$ cat config.mk
export PLATFORM = sky130hd
export DESIGN_NAME = secl_loader
export DESIGN_NICKNAME = d
export VERILOG_FILES = /design/src/verilog/secl_pkg.sv /design/src/verilog/secl_loader.sv
export SDC_FILE = /design/constraint.sdc
export NUM_CORES = 1
export LEC_CHECK = 0
export ABC_AREA = 1
export ABC_CLOCK_PERIOD_IN_PS = 2000
export BUFFER_PORTS_ARGS = -buffer_cell sky130_fd_sc_hd__buf_2
export CORE_ASPECT_RATIO = 0.6
export CORE_UTILIZATION = 54
export CTS_CLUSTER_SIZE = 40
export DETAILED_ROUTE_END_ITERATION = 10
export HOLD_SLACK_MARGIN = 0.08
export PLACE_DENSITY_LB_ADDON = 0.12
export SLEW_MARGIN = 15
export SYNTH_ARGS = -nofsm -noshare
export SYNTH_HDL_FRONTEND = slang
export SYNTH_SLANG_ARGS = --single-unit
$ cat constraint.sdc
create_clock -name pclk -period 2 [get_ports pclk]
set_input_delay 0.1 -clock pclk [delete_from_list [all_inputs] [get_ports pclk]]
set_output_delay 0.1 -clock pclk [all_outputs]
set_load 0.01 [all_outputs]
$ cat src/verilog/secl_pkg.sv
package secl_pkg;
	// Core clock and SMBus rate; one SMBus bit is four prescaler quarters
	localparam int unsigned SECL_PCLK_HZ = 25_000_000;
	localparam int unsigned SECL_SMB_HZ = 100_000;
	// Rounded up so the bus never runs above its nominal rate
	localparam logic [15:0] SECL_PRESC_RST =
		16'((SECL_PCLK_HZ + 4 * SECL_SMB_HZ - 1) / (4 * SECL_SMB_HZ));
	// Serial memory slave address and memory limits
	localparam logic [6:0] SECL_EE_SADDR = 7'h50;
	localparam logic [15:0] SECL_EE_LAST = 16'hFFFF;
	localparam logic [7:0] SECL_CSUM_OK = 8'hFF;
	localparam logic [4:0] SECL_ARB_MAX = 5'h10;
	// Strap codes that include loading, one bit per code
	localparam logic [7:0] SECL_MODE_EE_MASK = 8'h03;
	// Register byte offsets
	localparam logic [7:0] SECL_OFF_CTRL = 8'h00;
	localparam logic [7:0] SECL_OFF_STAT = 8'h04;
	localparam logic [7:0] SECL_OFF_SWITCH_CONTROL_REG = 8'h08;
	localparam logic [7:0] SECL_OFF_EEADDR = 8'h0C;
	// Field positions
	localparam int SECL_CTL_IGN_BIT = 16;
	localparam int SECL_STA_BUSY_BIT = 8;
	localparam int SECL_SWC_HALT_BIT = 0;
	localparam int SECL_EEA_MODE_LSB = 16;
	// Block type codes
	localparam logic [1:0] SECL_BT_SINGLE = 2'h0;
	localparam logic [1:0] SECL_BT_SEQ = 2'h1;
	localparam logic [1:0] SECL_BT_BAD = 2'h2;
	localparam logic [1:0] SECL_BT_DONE = 2'h3;
	// Bus transaction phases and block parser states
	typedef enum logic [2:0] {
		SECL_TS_IDLE, SECL_TS_START, SECL_TS_TXB, SECL_TS_RSTART,
		SECL_TS_RXB, SECL_TS_STOP, SECL_TS_GAP
	} secl_txn_t;
	typedef enum logic [2:0] {
		SECL_PS_B0, SECL_PS_B1, SECL_PS_CNT0, SECL_PS_CNT1, SECL_PS_DATA
	} secl_parse_t;
	// Sticky status flags, done in bit 0
	typedef struct packed {
		logic unmapped;
		logic arb_loss;
		logic nack;
		logic csum;
		logic done;
	} secl_flags_t;
	// Doubleword register write toward the configuration space
	typedef struct packed {
		logic en;
		logic [15:0] addr;
		logic [31:0] data;
	} secl_cfg_wr_t;
endpackage

$ cat src/verilog/secl_loader.sv
// Overview of operation
// - Load only after fundamental or hot reset, when the strap mode includes loading.
// - Address the serial memory at seven-bit slave address 1010000b.
// - Prescaler resets to the value giving a 100 kHz bus clock.
// - Block address is a doubleword address; byte address appends two zeros.
// - Read from byte zero onward; stop after done block or address rollover.
// - Every register write is a full 32-bit doubleword.
// - Single block: address low, type plus address high, four data bytes LSB first.
// - Type 0 writes exactly one doubleword.
// - Sequential block count gives 1 to 65535 following data doublewords.
// - Type 1 is a sequential block.
// - Sequential data go to consecutive doubleword addresses from the start.
// - Writes to undefined registers are dropped and flag an unmapped write.
// - Type 3 is the done block: checksum then type.
// - Running 8-bit sum must end at 0xFF unless checksum ignore is set.
// - Errors abort and set reset halt; done flag set on any ending.
// - Type 2 and address rollover report as checksum errors.
// - NACK sets the nack flag; 16 lost arbitrations set arbitration loss.
//
// Decided for this implementation: register access over APB and the placing of the registers.
module secl_loader
	import secl_pkg::*;
(
	// Clock and reset
	input wire logic pclk,
	input wire logic presetn,
	// APB slave
	input wire logic psel,
	input wire logic penable,
	input wire logic pwrite,
	input wire logic [7:0] paddr,
	input wire logic [31:0] pwdata,
	output logic [31:0] prdata,
	output logic pready,
	output logic pslverr,
	// Reset sequencing and mode strap
	input wire logic hot_reset_req,
	input wire logic [2:0] switch_mode_select,
	// Master SMBus pins, open drain
	input wire logic smb_clk_in,
	output logic smb_clk_out,
	output logic smb_clk_oe,
	input wire logic smb_dat_in,
	output logic smb_dat_out,
	output logic smb_dat_oe,
	// Configuration register write port
	output secl_cfg_wr_t cfg_wr,
	input wire logic cfg_unmapped,
	// Load status
	output logic load_done_flag,
	output logic reset_halt_flag,
	output logic load_busy
);
	logic [2:0] mode_s1_r, mode_s2_r;
	logic scl_s1_r, scl_s_r, sda_s1_r, sda_s_r;
	logic [1:0] settle_r;
	logic [15:0] presc_r, presc_nxt;
	logic ign_r, ign_nxt, pready_r, pready_nxt, pslverr_r, pslverr_nxt;
	logic [31:0] prdata_r, prdata_nxt, rd_val;
	logic rd_hit, wr_acc;
	secl_txn_t txn_r, txn_nxt;
	secl_parse_t ps_r, ps_nxt;
	logic [15:0] qcnt_r, qcnt_nxt, ee_r, ee_nxt, cnt_r, cnt_nxt, reload;
	logic [1:0] q_r, q_nxt, tidx_r, tidx_nxt, db_r, db_nxt;
	logic [3:0] bit_r, bit_nxt;
	logic [7:0] sh_r, sh_nxt, b0_r, b0_nxt, sum_r, sum_nxt, sum_b;
	logic ack_r, ack_nxt, scl_lo_r, scl_lo_nxt, sda_lo_r, sda_lo_nxt;
	logic [4:0] arb_r, arb_nxt;
	logic run_r, run_nxt, fin_r, fin_nxt, pend_r, pend_nxt, halt_r, halt_nxt;
	logic [13:0] dwa_r, dwa_nxt;
	logic [31:0] dat_r, dat_nxt;
	secl_flags_t flg_r, flg_nxt;
	secl_cfg_wr_t wr_r, wr_nxt;
	logic tick, bit_end, byte_ev, mode_ok, nack_ev, arb_ev, done_ev, cs_ev;

	// Line levels for one quarter of a phase: {clock low, data low}
	function automatic logic [1:0] drv(secl_txn_t t, logic [3:0] b, logic [1:0] q, logic s7);
		logic edge_lo;
		edge_lo = (q == 2'd0) || (q == 2'd3);
		case (t)
			SECL_TS_START, SECL_TS_RSTART: drv = {edge_lo, q[1]};
			SECL_TS_STOP: drv = {q == 2'd0, ~q[1]};
			SECL_TS_TXB: drv = {edge_lo, (b < 4'd8) & ~s7};
			SECL_TS_RXB: drv = {edge_lo, 1'b0};
			default: drv = 2'b00;
		endcase
	endfunction

	// Pin synchronisers; strap and bus lines are asynchronous
	always_ff @(posedge pclk or negedge presetn) begin
		if (!presetn) begin
			mode_s1_r <= '0;
			mode_s2_r <= '0;
			{scl_s1_r, scl_s_r, sda_s1_r, sda_s_r} <= 4'hF;
			settle_r <= '0;
		end else begin
			mode_s1_r <= switch_mode_select;
			mode_s2_r <= mode_s1_r;
			{scl_s1_r, scl_s_r} <= {smb_clk_in, scl_s1_r};
			{sda_s1_r, sda_s_r} <= {smb_dat_in, sda_s1_r};
			settle_r <= {settle_r[0], 1'b1};
		end
	end

	// APB decode; one wait state keeps read data registered
	always_comb begin
		rd_val = '0;
		rd_hit = 1'b1;
		case (paddr)
			SECL_OFF_CTRL: begin
				rd_val[15:0] = presc_r;
				rd_val[SECL_CTL_IGN_BIT] = ign_r;
			end
			SECL_OFF_STAT: begin
				rd_val[4:0] = flg_r;
				rd_val[SECL_STA_BUSY_BIT] = run_r;
			end
			SECL_OFF_SWITCH_CONTROL_REG: rd_val[SECL_SWC_HALT_BIT] = halt_r;
			SECL_OFF_EEADDR: begin
				rd_val[15:0] = ee_r;
				rd_val[SECL_EEA_MODE_LSB +: 3] = mode_s2_r;
			end
			default: rd_hit = 1'b0;
		endcase
		pready_nxt = psel & penable & ~pready_r;
		pslverr_nxt = pready_nxt & ~rd_hit;
		prdata_nxt = pready_nxt ? rd_val : prdata_r;
		wr_acc = psel & penable & pready_r & pwrite & rd_hit;
		presc_nxt = presc_r;
		ign_nxt = ign_r;
		if (wr_acc && paddr == SECL_OFF_CTRL) begin
			presc_nxt = pwdata[15:0];
			ign_nxt = pwdata[SECL_CTL_IGN_BIT];
		end
	end

	// APB registers
	always_ff @(posedge pclk or negedge presetn) begin
		if (!presetn) begin
			presc_r <= SECL_PRESC_RST;
			ign_r <= 1'b0;
			pready_r <= 1'b0;
			pslverr_r <= 1'b0;
			prdata_r <= '0;
		end else begin
			presc_r <= presc_nxt;
			ign_r <= ign_nxt;
			pready_r <= pready_nxt;
			pslverr_r <= pslverr_nxt;
			prdata_r <= prdata_nxt;
		end
	end

	// Loader: bit timing, byte transactions and block parsing
	always_comb begin
		// Enum state copied on its own; a packed concatenation would strip its type
		txn_nxt = txn_r;
		ps_nxt = ps_r;
		{qcnt_nxt, q_nxt, bit_nxt, sh_nxt} = {qcnt_r, q_r, bit_r, sh_r};
		{tidx_nxt, ack_nxt, arb_nxt, ee_nxt, run_nxt, fin_nxt} = {tidx_r, ack_r, arb_r, ee_r, run_r, fin_r};
		{b0_nxt, sum_nxt, dwa_nxt, cnt_nxt, dat_nxt, db_nxt} = {b0_r, sum_r, dwa_r, cnt_r, dat_r, db_r};
		{nack_ev, arb_ev, done_ev, cs_ev, byte_ev} = 5'h0;
		wr_nxt = wr_r;
		wr_nxt.en = 1'b0;
		pend_nxt = pend_r;
		// Software clears by writing ones; hardware sets below win
		flg_nxt = flg_r;
		halt_nxt = halt_r;
		if (wr_acc && paddr == SECL_OFF_STAT)
			flg_nxt = flg_r & ~secl_flags_t'(pwdata[4:0]);
		if (wr_acc && paddr == SECL_OFF_SWITCH_CONTROL_REG)
			halt_nxt = halt_r & ~pwdata[SECL_SWC_HALT_BIT];
		sum_b = sum_r + sh_r;
		mode_ok = SECL_MODE_EE_MASK[mode_s2_r];
		reload = (presc_r == '0) ? '0 : presc_r - 16'd1;
		// Start only when the strap selects loading
		if (!run_r && pend_r && settle_r[1]) begin
			pend_nxt = 1'b0;
			if (mode_ok) begin
				// Read from byte zero with a clean sum
				{run_nxt, fin_nxt} = 2'b10;
				txn_nxt = SECL_TS_START;
				ps_nxt = SECL_PS_B0;
				{q_nxt, qcnt_nxt, ee_nxt, sum_nxt, arb_nxt} = {2'd0, reload, 16'h0000, 8'h00, 5'h00};
				flg_nxt.done = 1'b0;
			end
		end
		// Quarter timer; a released clock held low by the slave stretches it
		tick = run_r && (qcnt_r == '0) && (scl_lo_r || scl_s_r);
		bit_end = tick && (q_r == 2'd3);
		if (tick) begin
			q_nxt = q_r + 2'd1;
			qcnt_nxt = reload;
		end else if (run_r && qcnt_r != '0) begin
			qcnt_nxt = qcnt_r - 16'd1;
		end
		// Sample data at the end of the clock high time
		if (tick && q_r == 2'd2) begin
			if (txn_r == SECL_TS_RXB && bit_r < 4'd8)
				sh_nxt = {sh_r[6:0], sda_s_r};
			if (txn_r == SECL_TS_TXB && bit_r == 4'd8)
				ack_nxt = sda_s_r;
			arb_ev = (txn_r == SECL_TS_TXB) && (bit_r < 4'd8) && sh_r[7] && !sda_s_r;
		end
		if (arb_ev) begin
			// Sixteen straight losses abort, else retry the byte
			if (arb_r + 5'd1 == SECL_ARB_MAX) begin
				{flg_nxt.arb_loss, flg_nxt.done, halt_nxt, run_nxt} = 4'hE;
				txn_nxt = SECL_TS_IDLE;
			end else begin
				arb_nxt = arb_r + 5'd1;
				txn_nxt = SECL_TS_GAP;
			end
			q_nxt = 2'd0;
		end else if (bit_end) begin
			case (txn_r)
				SECL_TS_START: begin
					// Address byte for the dummy write of the memory address
					txn_nxt = SECL_TS_TXB;
					{bit_nxt, tidx_nxt} = {4'd0, 2'd0};
					sh_nxt = {SECL_EE_SADDR, 1'b0};
				end
				SECL_TS_RSTART: begin
					txn_nxt = SECL_TS_TXB;
					{bit_nxt, tidx_nxt} = {4'd0, 2'd3};
					sh_nxt = {SECL_EE_SADDR, 1'b1};
				end
				SECL_TS_TXB: begin
					if (bit_r != 4'd8) begin
						bit_nxt = bit_r + 4'd1;
						sh_nxt = {sh_r[6:0], 1'b0};
					end else if (ack_r) begin
						// Unexpected NACK ends the load with a stop
						nack_ev = 1'b1;
						{flg_nxt.nack, halt_nxt, fin_nxt} = 3'h7;
						txn_nxt = SECL_TS_STOP;
					end else begin
						bit_nxt = 4'd0;
						tidx_nxt = tidx_r + 2'd1;
						case (tidx_r)
							2'd0: sh_nxt = ee_r[15:8];
							2'd1: sh_nxt = ee_r[7:0];
							2'd2: txn_nxt = SECL_TS_RSTART;
							default: txn_nxt = SECL_TS_RXB;
						endcase
					end
				end
				SECL_TS_RXB: begin
					bit_nxt = bit_r + 4'd1;
					if (bit_r == 4'd8) begin
						byte_ev = 1'b1;
						txn_nxt = SECL_TS_STOP;
					end
				end
				SECL_TS_STOP: begin
					if (fin_r) begin
						{run_nxt, flg_nxt.done} = 2'b01;
						txn_nxt = SECL_TS_IDLE;
					end else begin
						txn_nxt = SECL_TS_GAP;
					end
				end
				SECL_TS_GAP: txn_nxt = SECL_TS_START;
				default: txn_nxt = SECL_TS_IDLE;
			endcase
		end
		// Block parser, one byte per completed read
		if (byte_ev) begin
			// Running sum over every byte read
			sum_nxt = sum_b;
			ee_nxt = ee_r + 16'd1;
			arb_nxt = '0;
			case (ps_r)
				SECL_PS_B0: begin
					b0_nxt = sh_r;
					ps_nxt = SECL_PS_B1;
				end
				SECL_PS_B1: begin
					dwa_nxt = {sh_r[5:0], b0_r};
					{db_nxt, cnt_nxt} = {2'd0, 16'd1};
					case (sh_r[7:6])
						SECL_BT_SINGLE: ps_nxt = SECL_PS_DATA;
						// Sequential block reads its count next
						SECL_BT_SEQ: ps_nxt = SECL_PS_CNT0;
						SECL_BT_DONE: begin
							// Type taken from the second byte's top bits
							{done_ev, fin_nxt} = 2'b11;
							ps_nxt = SECL_PS_B0;
							// Final sum must be all ones
							cs_ev = (sum_b != SECL_CSUM_OK) && !ign_r;
						end
						default: {cs_ev, fin_nxt} = 2'b11;
					endcase
				end
				SECL_PS_CNT0: begin
					ps_nxt = SECL_PS_CNT1;
					cnt_nxt = {8'h00, sh_r};
				end
				SECL_PS_CNT1: begin
					cnt_nxt = {sh_r, cnt_r[7:0]};
					ps_nxt = ({sh_r, cnt_r[7:0]} == 16'h0000) ? SECL_PS_B0 : SECL_PS_DATA;
				end
				default: begin
					// Data bytes assemble least significant first
					dat_nxt = {sh_r, dat_r[31:8]};
					db_nxt = db_r + 2'd1;
					if (db_r == 2'd3) begin
						wr_nxt = '{en: 1'b1, addr: {dwa_r, 2'b00}, data: {sh_r, dat_r[31:8]}};
						dwa_nxt = dwa_r + 14'd1;
						cnt_nxt = cnt_r - 16'd1;
						if (cnt_r == 16'd1)
							ps_nxt = SECL_PS_B0;
					end
				end
			endcase
			// Running past the last address is an error
			if (ee_r == SECL_EE_LAST && !done_ev)
				{cs_ev, fin_nxt} = 2'b11;
		end
		if (cs_ev)
			{flg_nxt.csum, halt_nxt} = 2'b11;
		// Unmapped target drops the write and flags it
		if (wr_r.en && cfg_unmapped)
			flg_nxt.unmapped = 1'b1;
		if (hot_reset_req)
			pend_nxt = 1'b1;
		{scl_lo_nxt, sda_lo_nxt} = run_nxt ? drv(txn_nxt, bit_nxt, q_nxt, sh_nxt[7]) : 2'b00;
	end

	// Loader registers; a load is pending straight out of reset
	always_ff @(posedge pclk or negedge presetn) begin
		if (!presetn) begin
			txn_r <= SECL_TS_IDLE;
			ps_r <= SECL_PS_B0;
			{qcnt_r, q_r, bit_r, sh_r, tidx_r, ack_r, arb_r, ee_r} <= '0;
			{run_r, fin_r, pend_r, halt_r, scl_lo_r, sda_lo_r} <= 6'h08;
			{b0_r, sum_r, dwa_r, cnt_r, dat_r, db_r} <= '0;
			flg_r <= '0;
			wr_r <= '0;
			{smb_clk_out, smb_dat_out} <= 2'b11;
		end else begin
			txn_r <= txn_nxt;
			ps_r <= ps_nxt;
			{qcnt_r, q_r, bit_r, sh_r, tidx_r} <= {qcnt_nxt, q_nxt, bit_nxt, sh_nxt, tidx_nxt};
			{ack_r, arb_r, ee_r} <= {ack_nxt, arb_nxt, ee_nxt};
			{run_r, fin_r, pend_r, halt_r} <= {run_nxt, fin_nxt, pend_nxt, halt_nxt};
			{scl_lo_r, sda_lo_r} <= {scl_lo_nxt, sda_lo_nxt};
			{b0_r, sum_r, dwa_r} <= {b0_nxt, sum_nxt, dwa_nxt};
			{cnt_r, dat_r, db_r} <= {cnt_nxt, dat_nxt, db_nxt};
			flg_r <= flg_nxt;
			wr_r <= wr_nxt;
			// Released lines show high so the wire resolves from the enable alone
			{smb_clk_out, smb_dat_out} <= {~scl_lo_nxt, ~sda_lo_nxt};
		end
	end

	// Outputs are register bits
	assign {prdata, pready, pslverr} = {prdata_r, pready_r, pslverr_r};
	assign {smb_clk_oe, smb_dat_oe} = {scl_lo_r, sda_lo_r};
	assign cfg_wr = wr_r;
	assign {load_done_flag, reset_halt_flag, load_busy} = {flg_r.done, halt_r, run_r};

	// Checker helpers: boot marker and the previous write of a block
	logic chk_first_r, chk_cont_r;
	logic [15:0] chk_prev_r;
	always_ff @(posedge pclk or negedge presetn) begin
		if (!presetn) begin
			{chk_first_r, chk_cont_r, chk_prev_r} <= {2'b10, 16'h0000};
		end else begin
			chk_first_r <= 1'b0;
			if (wr_r.en)
				{chk_cont_r, chk_prev_r} <= {ps_r == SECL_PS_DATA, wr_r.addr};
		end
	end
endmodule

==> results.yml, run 1 <==
outcome:
  run_status: "finished with violations"
  violations: "setup timing"
timing:
  setup_violations: 149
  fin_ws_ps: -214
  maxSlewHeadroom_pct: 60.0
  finalClockSkew_ps: 23.0
  fin_crit_sh_pct: 111
  worst_slew_pin_slew_ps: 601
  setup_tns_ps: -16030
  rsz0062_at_grt: "true"
  timing.fmax_ghz: 0.452
  fin_crit_ps: 2210
  maxSlewViolCount: 0
  finalHoldViolations: 0
power_and_ir_drop:
  ir_drop_v: 0.000595
  internal_power_w: 0.00901
  switching_share_pct: 27.3
  power.leakage_nw: 8.35
  switching_power_w: 0.00339
  pwr-share-clk_pct: 38.0
  comb_power_share_pct: 18.8
  powerDensity_nw_per_um2: 702
  seqPwrFrac_pct: 43.2
logic_synthesis:
  synth_area_um2: 12800
  yosysSeqAreaShare_pct: 47.3
  synthFlopType: "dfrtp_1"
  synth_top_cell_by_area: "dfrtp_1"
  synthArstFlopShare_pct: 100
  synth_cells: 1557
  synthTopCellsByArea: "dfrtp_1, nand2_1, o21ai_0"
  synth-seq-cells: 242
  synth.top_cell.area_share_pct: 44.6
  avgSynthCellArea_um2: 8.25
  ys_types: 64
  synth_edf_count: 0
  yosysWarnings: 0
final_layout:
  final_cell_area_um2: 17700
  multi_input_area_um2: 6550
  diodes: 0
  num-nets-final: 2003
  syn_to_final_growth_pct: 37.6
  drive_above_1_share_pct: 32.7
  final.fill_count: 1648
  seqCellArea_um2: 6070
setup_path:
  critPathLaunchType: "flop"
  crit_path_max_fanout: 20
  critPathRequiredTime_ps: 2400
  arrival_ps: 2620
  end_kind: "flop"
  setup.worst_path.class: "flop to flop"
routing:
  first_pass_iters: 6
  ant_nets: 0
  drc: 0
  num_vias: 12500
  wl_um: 40600
  wl_per_cell_um: 18.0
  via_per_inst: 5.53
  drtIter0Drc: 1245
placed_design:
  hpwlAfterDp_um: 28000
  port_buffers: 111
  post_dp_cell_area_um2: 15100
  gp_congestion: 0.936
floorplanning:
  fp.dieH_um: 121
  core_um2: 23200
  io_pins: 142
  initial_utilization_pct: 55.4
  rows: 43
  die-area_um2: 24400
  die_w_um: 201
clocking:
  cts_sinks: 242
  htreeDepth: 1
  max-clock-path-buffers: 3
  clk_latency_ps: 540
  clk_pin_slew_ps: 70
  cts_root_buffer: "clkbuf_16"
  cts_tree: "built"
  numCtsBuffers: 24
global_routing:
  antenna_found_initial: 0
  grt_pass1_wl_um: 61000
  grt_pass1_vias: 11400
  grt_start_max_net_pins: 76
  grt_usage_pct: 31.7
  grt_remaining_overflow: 0
flow_run:
  cap_violations: 0
worst_hold_path:
  hp-class: "input port to flop"
==> registers in the layout, indices dropped and copies added (netlist names), 2 cells and up <==
signal	cells
arb_r	5
db_r	2
prdata	19
flg_r	4
settle_r	2
sh_r	8
dwa_r	14
cnt_r	16
mode_s2_r	3
dat_r	24
ee_r	16
cfg_wr	47
b0_r	8
tidx_r	2
q_r	2
mode_s1_r	3
qcnt_r	16
ps_r	3
bit_r	4
sum_r	8
presc_r	16
txn_r	3
==> synthesized netlist by cell type (3+ instances only) <==
cell type and count:
a31oi_1 7, buf_6 4, inv_1 162, o211ai_1 9, a211oi_1 3, nor2_2 15, a221oi_1 4, inv_2 18
nor2_4 8, clkbuf_1 16, o22ai_1 32, buf_4 20, xnor2_1 7, o21ai_0 146, o31ai_1 6, nand4_1 19
buf_2 18, nor4_1 5, ha_1 23, mux2_2 7, nand2_2 15, o21ai_2 10, nor2_1 127, a22oi_1 4
nand3_1 63, nand2_4 4, nand2_1 355, dfstp_2 13, nor3_1 17, a22o_1 9, dfrtp_1 229, xor2_1 38
mux2i_1 7, nand3_4 3, o21ai_1 39, o32ai_1 3, o221ai_1 4, clkinv_1 3, a21oi_1 56
==> cells by family (layout without fill, tap and decap cells) <==
group / after synthesis / count (layout) / synth area share [%]
other cells: 2 / 16 / 0.0585
buf+inv: 244 / 616 / 8.15
compound gates: 343 / 343 / 15.4
simple gates: 643 / 644 / 22.5
xor+xnor: 45 / 45 / 3.07
mux: 14 / 14 / 1.16
fa+ha+maj: 24 / 24 / 2.40
flops: 242 / 242 / 47.3
==> final timing paths <==
| path | startpoint | endpoint | slack (ps) | depth (start not counted) |
|---|---|---|---|---|
| hold / removal | pwrite | reset_halt_flag | 110 | 6 |
| max in group asynchronous | presetn | smb_dat_out | 1130 | 3 |
| hold reg to reg | settle_r[0] | settle_r[1] | 350 | 0 |
| min in group asynchronous | presetn | prdata[17] | 130 | 2 |
| setup / recovery | qcnt_r[7] | cfg_wr[27] | -210 | 12 |
| setup reg to reg | qcnt_r[7] | cfg_wr[27] | -210 | 12 |
==> layout by cell type (no fill, tap or decap), drive strengths merged, types with 2 or more instances in the layout <==
| cell type | synthesis | routed |
|---|---|---|
| nand2 | 374 | 375 |
| buf | 43 | 353 |
| dfrtp | 229 | 229 |
| o21ai | 195 | 195 |
| inv | 181 | 178 |
| nor2 | 151 | 151 |
| nand3 | 68 | 68 |
| a21oi | 58 | 58 |
| clkbuf | 17 | 45 |
| xor2 | 38 | 38 |
| o22ai | 32 | 32 |
| dlygate4sd3 | 0 | 30 |
| ha | 23 | 23 |
| nand4 | 20 | 20 |
| nor3 | 19 | 19 |
| conb | 2 | 16 |
| dfstp | 13 | 13 |
| o211ai | 9 | 9 |
| a22o | 9 | 9 |
| clkinv | 3 | 8 |
| xnor2 | 7 | 7 |
| mux2 | 7 | 7 |
| mux2i | 7 | 7 |
| a31oi | 7 | 7 |
| nor4 | 7 | 7 |
| o31ai | 6 | 6 |
| a221oi | 4 | 4 |
| a22oi | 4 | 4 |
| o221ai | 4 | 4 |
| a211oi | 3 | 3 |
| o32ai | 3 | 3 |
| nand3b | 2 | 2 |
| bufinv | 0 | 2 |
==> critical path: stages (launching register included) <==
cell and delay [ps]:
dfrtp_1 420, buf_6 140, nor2_4 110, nand2_2 90
nor2_4 140, nand4_4 120, nor2_4 180, nand2_4 130
nor2_4 230, nand2_8 150, clkbuf_16 230, nand2_1 60
o21ai_1 50
==> cell type report <==
cell class,instances,share of cell area (%)
clock buffer,40,4.25
sequential,242,34.4
timing repair inverter,1,0.0354
timing repair buffer,388,17.5
tap,315,2.23
clock inverter,3,0.368
multi-input combinational,1086,37.1
inverter,184,4.22
==> power by group through the flow <==
stage | clock network [W] | logic [W] | registers (W)
finish | 0.00471 | 0.00233 | 0.00536
global route | 0.00495 | 0.00255 | 0.00537
CTS | 0.00478 | 0.00206 | 0.00532
detailed placement | 0 | 0.00182 | 0.00540
global placement | 0 | 0.00180 | 0.00540
floorplan | 0 | 0.000856 | 0.00542
==> metrics by stage <==
stage | hold WS (ps) | std cells | util, % | worst slack (ps) | power [W]
5_1_grt | 137 | 2259 | 76.2 | -287 | 0.0129
3_5_place_dp | 122 | 2133 | 65.1 | -260 | 0.00723
2_1_floorplan | -196 | 1571 | - | 0.0191 | 0.00627
6_report | 115 | 2259 | 76.2 | -214 | 0.0124
4_1_cts | 85.6 | 2228 | 72.0 | -113 | 0.0122
3_3_place_gp | 124 | 2133 | 65.1 | -144 | 0.00720
==> metal layers <==
metal / GRT usage, % / vias to the layer above / routed length (um)
met4: 6.11 / 0 / 667
met5: 0 / - / 0
met3: 7.09 / 54 / 3940
li1: - / 5872 / -
met1: 51.0 / 6046 / 19700
met2: 42.6 / 524 / 16300
==> repair_timing <==
item	4_1_cts	5_1_grt
hold buffers	30	0
buffers inserted	20	23
resized for setup	89	197
pin swaps	33	61
setup endpoints to repair	150	186
endpoints found under the hold margin	261	0
gates cloned	2	10
Note: power is estimated with default switching activity, not from simulation.
==> run 2, diff against run 1 <==
Settings changed: CORE_UTILIZATION 54 to 55, CTS_BUF_LIST from default to sky130_fd_sc_hd__clkbuf_2 sky130_fd_sc_hd__clkbuf_4 sky130_fd_sc_hd__clkbuf_8.
==> results.yml, run 2 (synthesis results as in run 1) <==
outcome:
  run_status: "finished with violations"
  violations: "setup timing"
timing:
  rsz0062_at_grt: "true"
  maxSlewHeadroom_pct: 59.1
  fin_ws_ps: -282
  fin_crit_ps: 2280
  finalClockSkew_ps: 31.1
  setup_violations: 170
  timing.fmax_ghz: 0.438
  worst_slew_pin_slew_ps: 605
  maxSlewViolCount: 0
  hold_ws_ps: 64.2
  fin_crit_sh_pct: 114
  finalHoldViolations: 0
  setup_tns_ps: -26030
final_layout:
  final_common_cell: "nand2_1"
  final.fill_count: 1383
  num-nets-final: 2038
  largest_reg_flops: 47
  drive_above_1_share_pct: 38.7
  final_cell_mix: "nand2_1, dfrtp_1, buf_4, inv_1, buf_2"
  syn_to_final_growth_pct: 42.6
  diodes: 0
power_and_ir_drop:
  ir_drop_v: 0.000565
  power.leakage_nw: 8.65
  powerDensity_nw_per_um2: 693
routing:
  first_pass_iters: 6
  wl_per_cell_um: 20.1
  wl_um: 46000
  drc: 0
  via_per_inst: 5.79
  drtIter0Drc: 1540
  num_vias: 13300
  ant_nets: 0
setup_path:
  path_cells: "inv_2, nand3_1, nor2_4, nand4_4, nor2_4, buf_6, nand2_8, nor2_4, nand2_4, buf_12, buf_16, nand2_2, o21ai_1"
  slowest_delay_ps: 480
  cp.depth: 13
  critPathRequiredTime_ps: 2450
  critPathBufInv: 4
  r2r_start: "qcnt_r[15]"
  worstSetupStartpoint: "qcnt_r[15]"
  cp_slowest_cell: "dfrtp_1"
  crit_top_cell: "nor2_4"
  crit_family: "simple AND/OR/NAND/NOR gates"
  rrSetupSlack_ps: -280
  critPathLaunchType: "flop"
  end_kind: "flop"
  arrival_ps: 2740
  r2r_cells: 13
  setup.worst_path.class: "flop to flop"
  crit_path_max_fanout: 11
floorplanning:
  core_um2: 22500
  die_w_um: 199
  initial_utilization_pct: 57.1
  io_pins: 142
  rows: 42
  fp.dieH_um: 120
  die-area_um2: 24000
flow_run:
  cap_violations: 0
global_routing:
  grt_pass1_vias: 11700
  grt_start_max_net_pins: 61
  grt_remaining_overflow: 0
  grt_usage_pct: 34.2
  antenna_found_initial: 0
  grt_pass1_wl_um: 63100
clocking:
  cts_root_buffer: "clkbuf_8"
  cts_tree: "built"
  clk_latency_ps: 570
  clk_pin_slew_ps: 80
  max-clock-path-buffers: 3
  htreeDepth: 2
  cts_sinks: 242
  numCtsBuffers: 37
worst_hold_path:
  hp-class: "input port to async pin"
placed_design:
  hpwlAfterDp_um: 27500
  gp_congestion: 0.954
  port_buffers: 111
  pre_cts_ws_ps: -227
run 2: cell types whose count changed in the layout (fill, tap and decap cells not counted), moves of 19 or more:
cell       previous run  this run
nand2_1             320       265
nand2_2              37        83
clkbuf_8              7        45
clkbuf_16            30         5
o21ai_0              99        75
o21ai_2              25        49
buf_6                29        48
run 2: stage by stage:
step           area (um2)  power, W  utilization [%]  instances
2_1_floorplan       12900   0.00627                -       1571
3_3_place_gp        15000   0.00719             66.7       2117
3_5_place_dp        15000   0.00721             66.7       2117
4_1_cts             16800    0.0120             74.7       2245
5_1_grt             18300    0.0131             81.4       2294
6_report            18300    0.0127             81.4       2294
run 2: final cells by class:
| cell class | instances | area, um2 | area share [%] |
|---|---|---|---|
| clock buffers | 58 | 717 | 3.91 |
| clock inverters | 5 | 78.8 | 0.430 |
| inverters | 184 | 752 | 4.11 |
| multi-input cells | 1086 | 6900 | 37.7 |
| flip-flops and latches | 242 | 6080 | 33.2 |
| well taps | 308 | 385 | 2.10 |
| repair buffers | 408 | 3380 | 18.5 |
| repair inverters | 3 | 28.8 | 0.157 |
run 2: worst paths after layout:
check | end
setup / recovery | cfg_wr[44]
hold / removal | prdata[11]
setup reg to reg | cfg_wr[44]
hold reg to reg | settle_r[1]
max in group asynchronous | sda_s1_r
min in group pclk | reset_halt_flag
run 2: report_power, final:
part,switching [W],internal (W),leakage (nW)
clock,0.00210,0.00254,0.424
sequential,0.000226,0.00514,3.19
combinational,0.00147,0.00121,5.03
total,0.00380,0.00889,8.65
run 2: layer usage:
layer  vias up  share of wire [%]  global-route usage (%)
met4         0                2.5                    7.60
met5         -                  0                       0
met2       870                 41                    43.8
li1       5947                  -                       -
met1      6347                 43                    55.8
met3       124                 13                    9.15
run 2: timing repair:
item,CTS,global route
gates cloned,6,12
pin swaps,30,55
hold buffers,34,0
resized for setup,99,351
setup buffers,25,43
endpoints found under the setup margin,135,169
endpoints found under the hold margin,264,0
==> run 3, diff against run 2 <==
Settings changed: PLACE_DENSITY_LB_ADDON 0.12 to 0.2.
==> results.yml, run 3 (synthesis results as in run 1) <==
final_layout:
  final_cell_area_um2: 18100
  drive_above_1_share_pct: 36.6
  seqCellArea_um2: 6080
  final.fill_count: 1380
  syn_to_final_growth_pct: 40.7
  num-nets-final: 2027
  largest_reg_flops: 47
  diodes: 0
  multi_input_area_um2: 6700
  final_common_cell: "nand2_1"
  final_cell_mix: "nand2_1, dfrtp_1, buf_4, inv_1, buf_2"
global_routing:
  grt_usage_pct: 34.8
  grt_start_max_net_pins: 62
  antenna_found_initial: 0
  grt_remaining_overflow: 0
  grt_pass1_wl_um: 64200
  grt_pass1_vias: 12100
placed_design:
  port_buffers: 111
  hpwlAfterDp_um: 28000
  gp_congestion: 0.951
  post_dp_cell_area_um2: 15000
setup_path:
  setup.worst_path.class: "flop to flop"
  crit_path_max_fanout: 11
  path_cells: "nor2_2, nand2_2, nor2_2, nand4_4, nor2_4, nand2_4, nor2_4, buf_12, nand2_8, buf_4, buf_16, nand2_2, o21ai_4"
  slowest_delay_ps: 430
  critPathBufInv: 3
  critPathRequiredTime_ps: 2450
  cp_slowest_cell: "dfrtp_1"
  arrival_ps: 2670
  crit_family: "simple AND/OR/NAND/NOR gates"
  end_kind: "flop"
  critPathLaunchType: "flop"
  rrSetupSlack_ps: -220
routing:
  num_vias: 13300
  wl_per_cell_um: 19.3
  wl_um: 44200
  ant_nets: 0
  drtIter0Drc: 1561
  via_per_inst: 5.81
  drc: 0
  first_pass_iters: 6
outcome:
  run_status: "finished with violations"
  violations: "setup timing"
timing:
  setup_tns_ps: -13970
  maxSlewHeadroom_pct: 65.6
  maxSlewViolCount: 0
  rsz0062_at_grt: "true"
  worst_slew_pin_slew_ps: 516
  finalHoldViolations: 0
  fin_ws_ps: -222
  timing.fmax_ghz: 0.450
  fin_crit_sh_pct: 111
  setup_violations: 132
  finalClockSkew_ps: 47.5
  fin_crit_ps: 2220
clocking:
  cts_root_buffer: "clkbuf_8"
  numCtsBuffers: 37
  htreeDepth: 2
  clk_latency_ps: 570
  cts_sinks: 242
  max-clock-path-buffers: 3
  cts_tree: "built"
  clk_pin_slew_ps: 70
floorplanning:
  io_pins: 142
  die_w_um: 199
  fp.dieH_um: 120
  die-area_um2: 24000
  initial_utilization_pct: 57.1
  core_um2: 22500
  rows: 42
power_and_ir_drop:
  power.leakage_nw: 8.48
  seqPwrFrac_pct: 44.2
  power_w: 0.0121
  internal_power_w: 0.00846
  ir_drop_v: 0.000537
  switching_share_pct: 30.0
  powerDensity_nw_per_um2: 669
  pwr-share-clk_pct: 35.6
  switching_power_w: 0.00363
  comb_power_share_pct: 20.2
flow_run:
  cap_violations: 0
worst_hold_path:
  hp-class: "input port to flop"
run 3: final timing paths:
path / startpoint / to / cells past startpoint
worst max-delay path: qcnt_r[8] / cfg_wr[7] / 13
worst min register to register: settle_r[0] / settle_r[1] / 0
worst min-delay path: paddr[3] / pslverr / 5
max in group asynchronous: presetn / b0_r[7] / 3
min in group asynchronous: presetn / presc_r[7] / 2
worst max register to register: qcnt_r[8] / cfg_wr[7] / 13
run 3: layer usage:
layer / vias to the layer above / global-route usage, % / wire (um)
met2: 840 / 46.4 / 18300
li1: 5932 / - / -
met1: 6400 / 53.4 / 19200
met4: 0 / 8.51 / 955
met3: 101 / 11.7 / 5750
met5: - / 0 / 0
run 3: cell type report:
class | count | share of cell area [%]
clock buffer | 59 | 3.87
clock inverter | 6 | 0.235
inverter | 184 | 4.15
multi-input combinational | 1085 | 37.1
sequential | 242 | 33.6
tap | 308 | 2.13
timing repair buffer | 398 | 18.8
timing repair inverter | 3 | 0.118
run 3: power by group through the flow:
stage	Clock (W)	Combinational, W	Sequential, W
CTS	0.00429	0.00205	0.00532
finish	0.00431	0.00244	0.00534
global route	0.00453	0.00263	0.00536
detailed placement	0	0.00175	0.00540
floorplan	0	0.000856	0.00542
global placement	0	0.00171	0.00540
run 3: what timing repair did:
action	in CTS	in global routing
gates resized for setup	140	204
gates cloned	12	4
endpoints found under the hold margin	268	0
pin swaps	28	61
buffers inserted	37	31
endpoints found under the setup margin	117	180
hold buffers	29	0
run 3: worst min-delay path: cells and delay by family:
kind | cells | cell delay (ps)
buf+inv | 1 | 130
simple gates | 4 | 350
run 3: stage by stage:
stage	setup slack [ps]	utilization [%]	std cells	hold WS (ps)
2_1_floorplan	0.0191	-	1571	-196
3_3_place_gp	-124	66.8	2112	77.5
3_5_place_dp	-190	66.8	2112	78.0
4_1_cts	-103	76.0	2255	82.6
5_1_grt	-295	80.3	2285	107
6_report	-222	80.3	2285	44.2
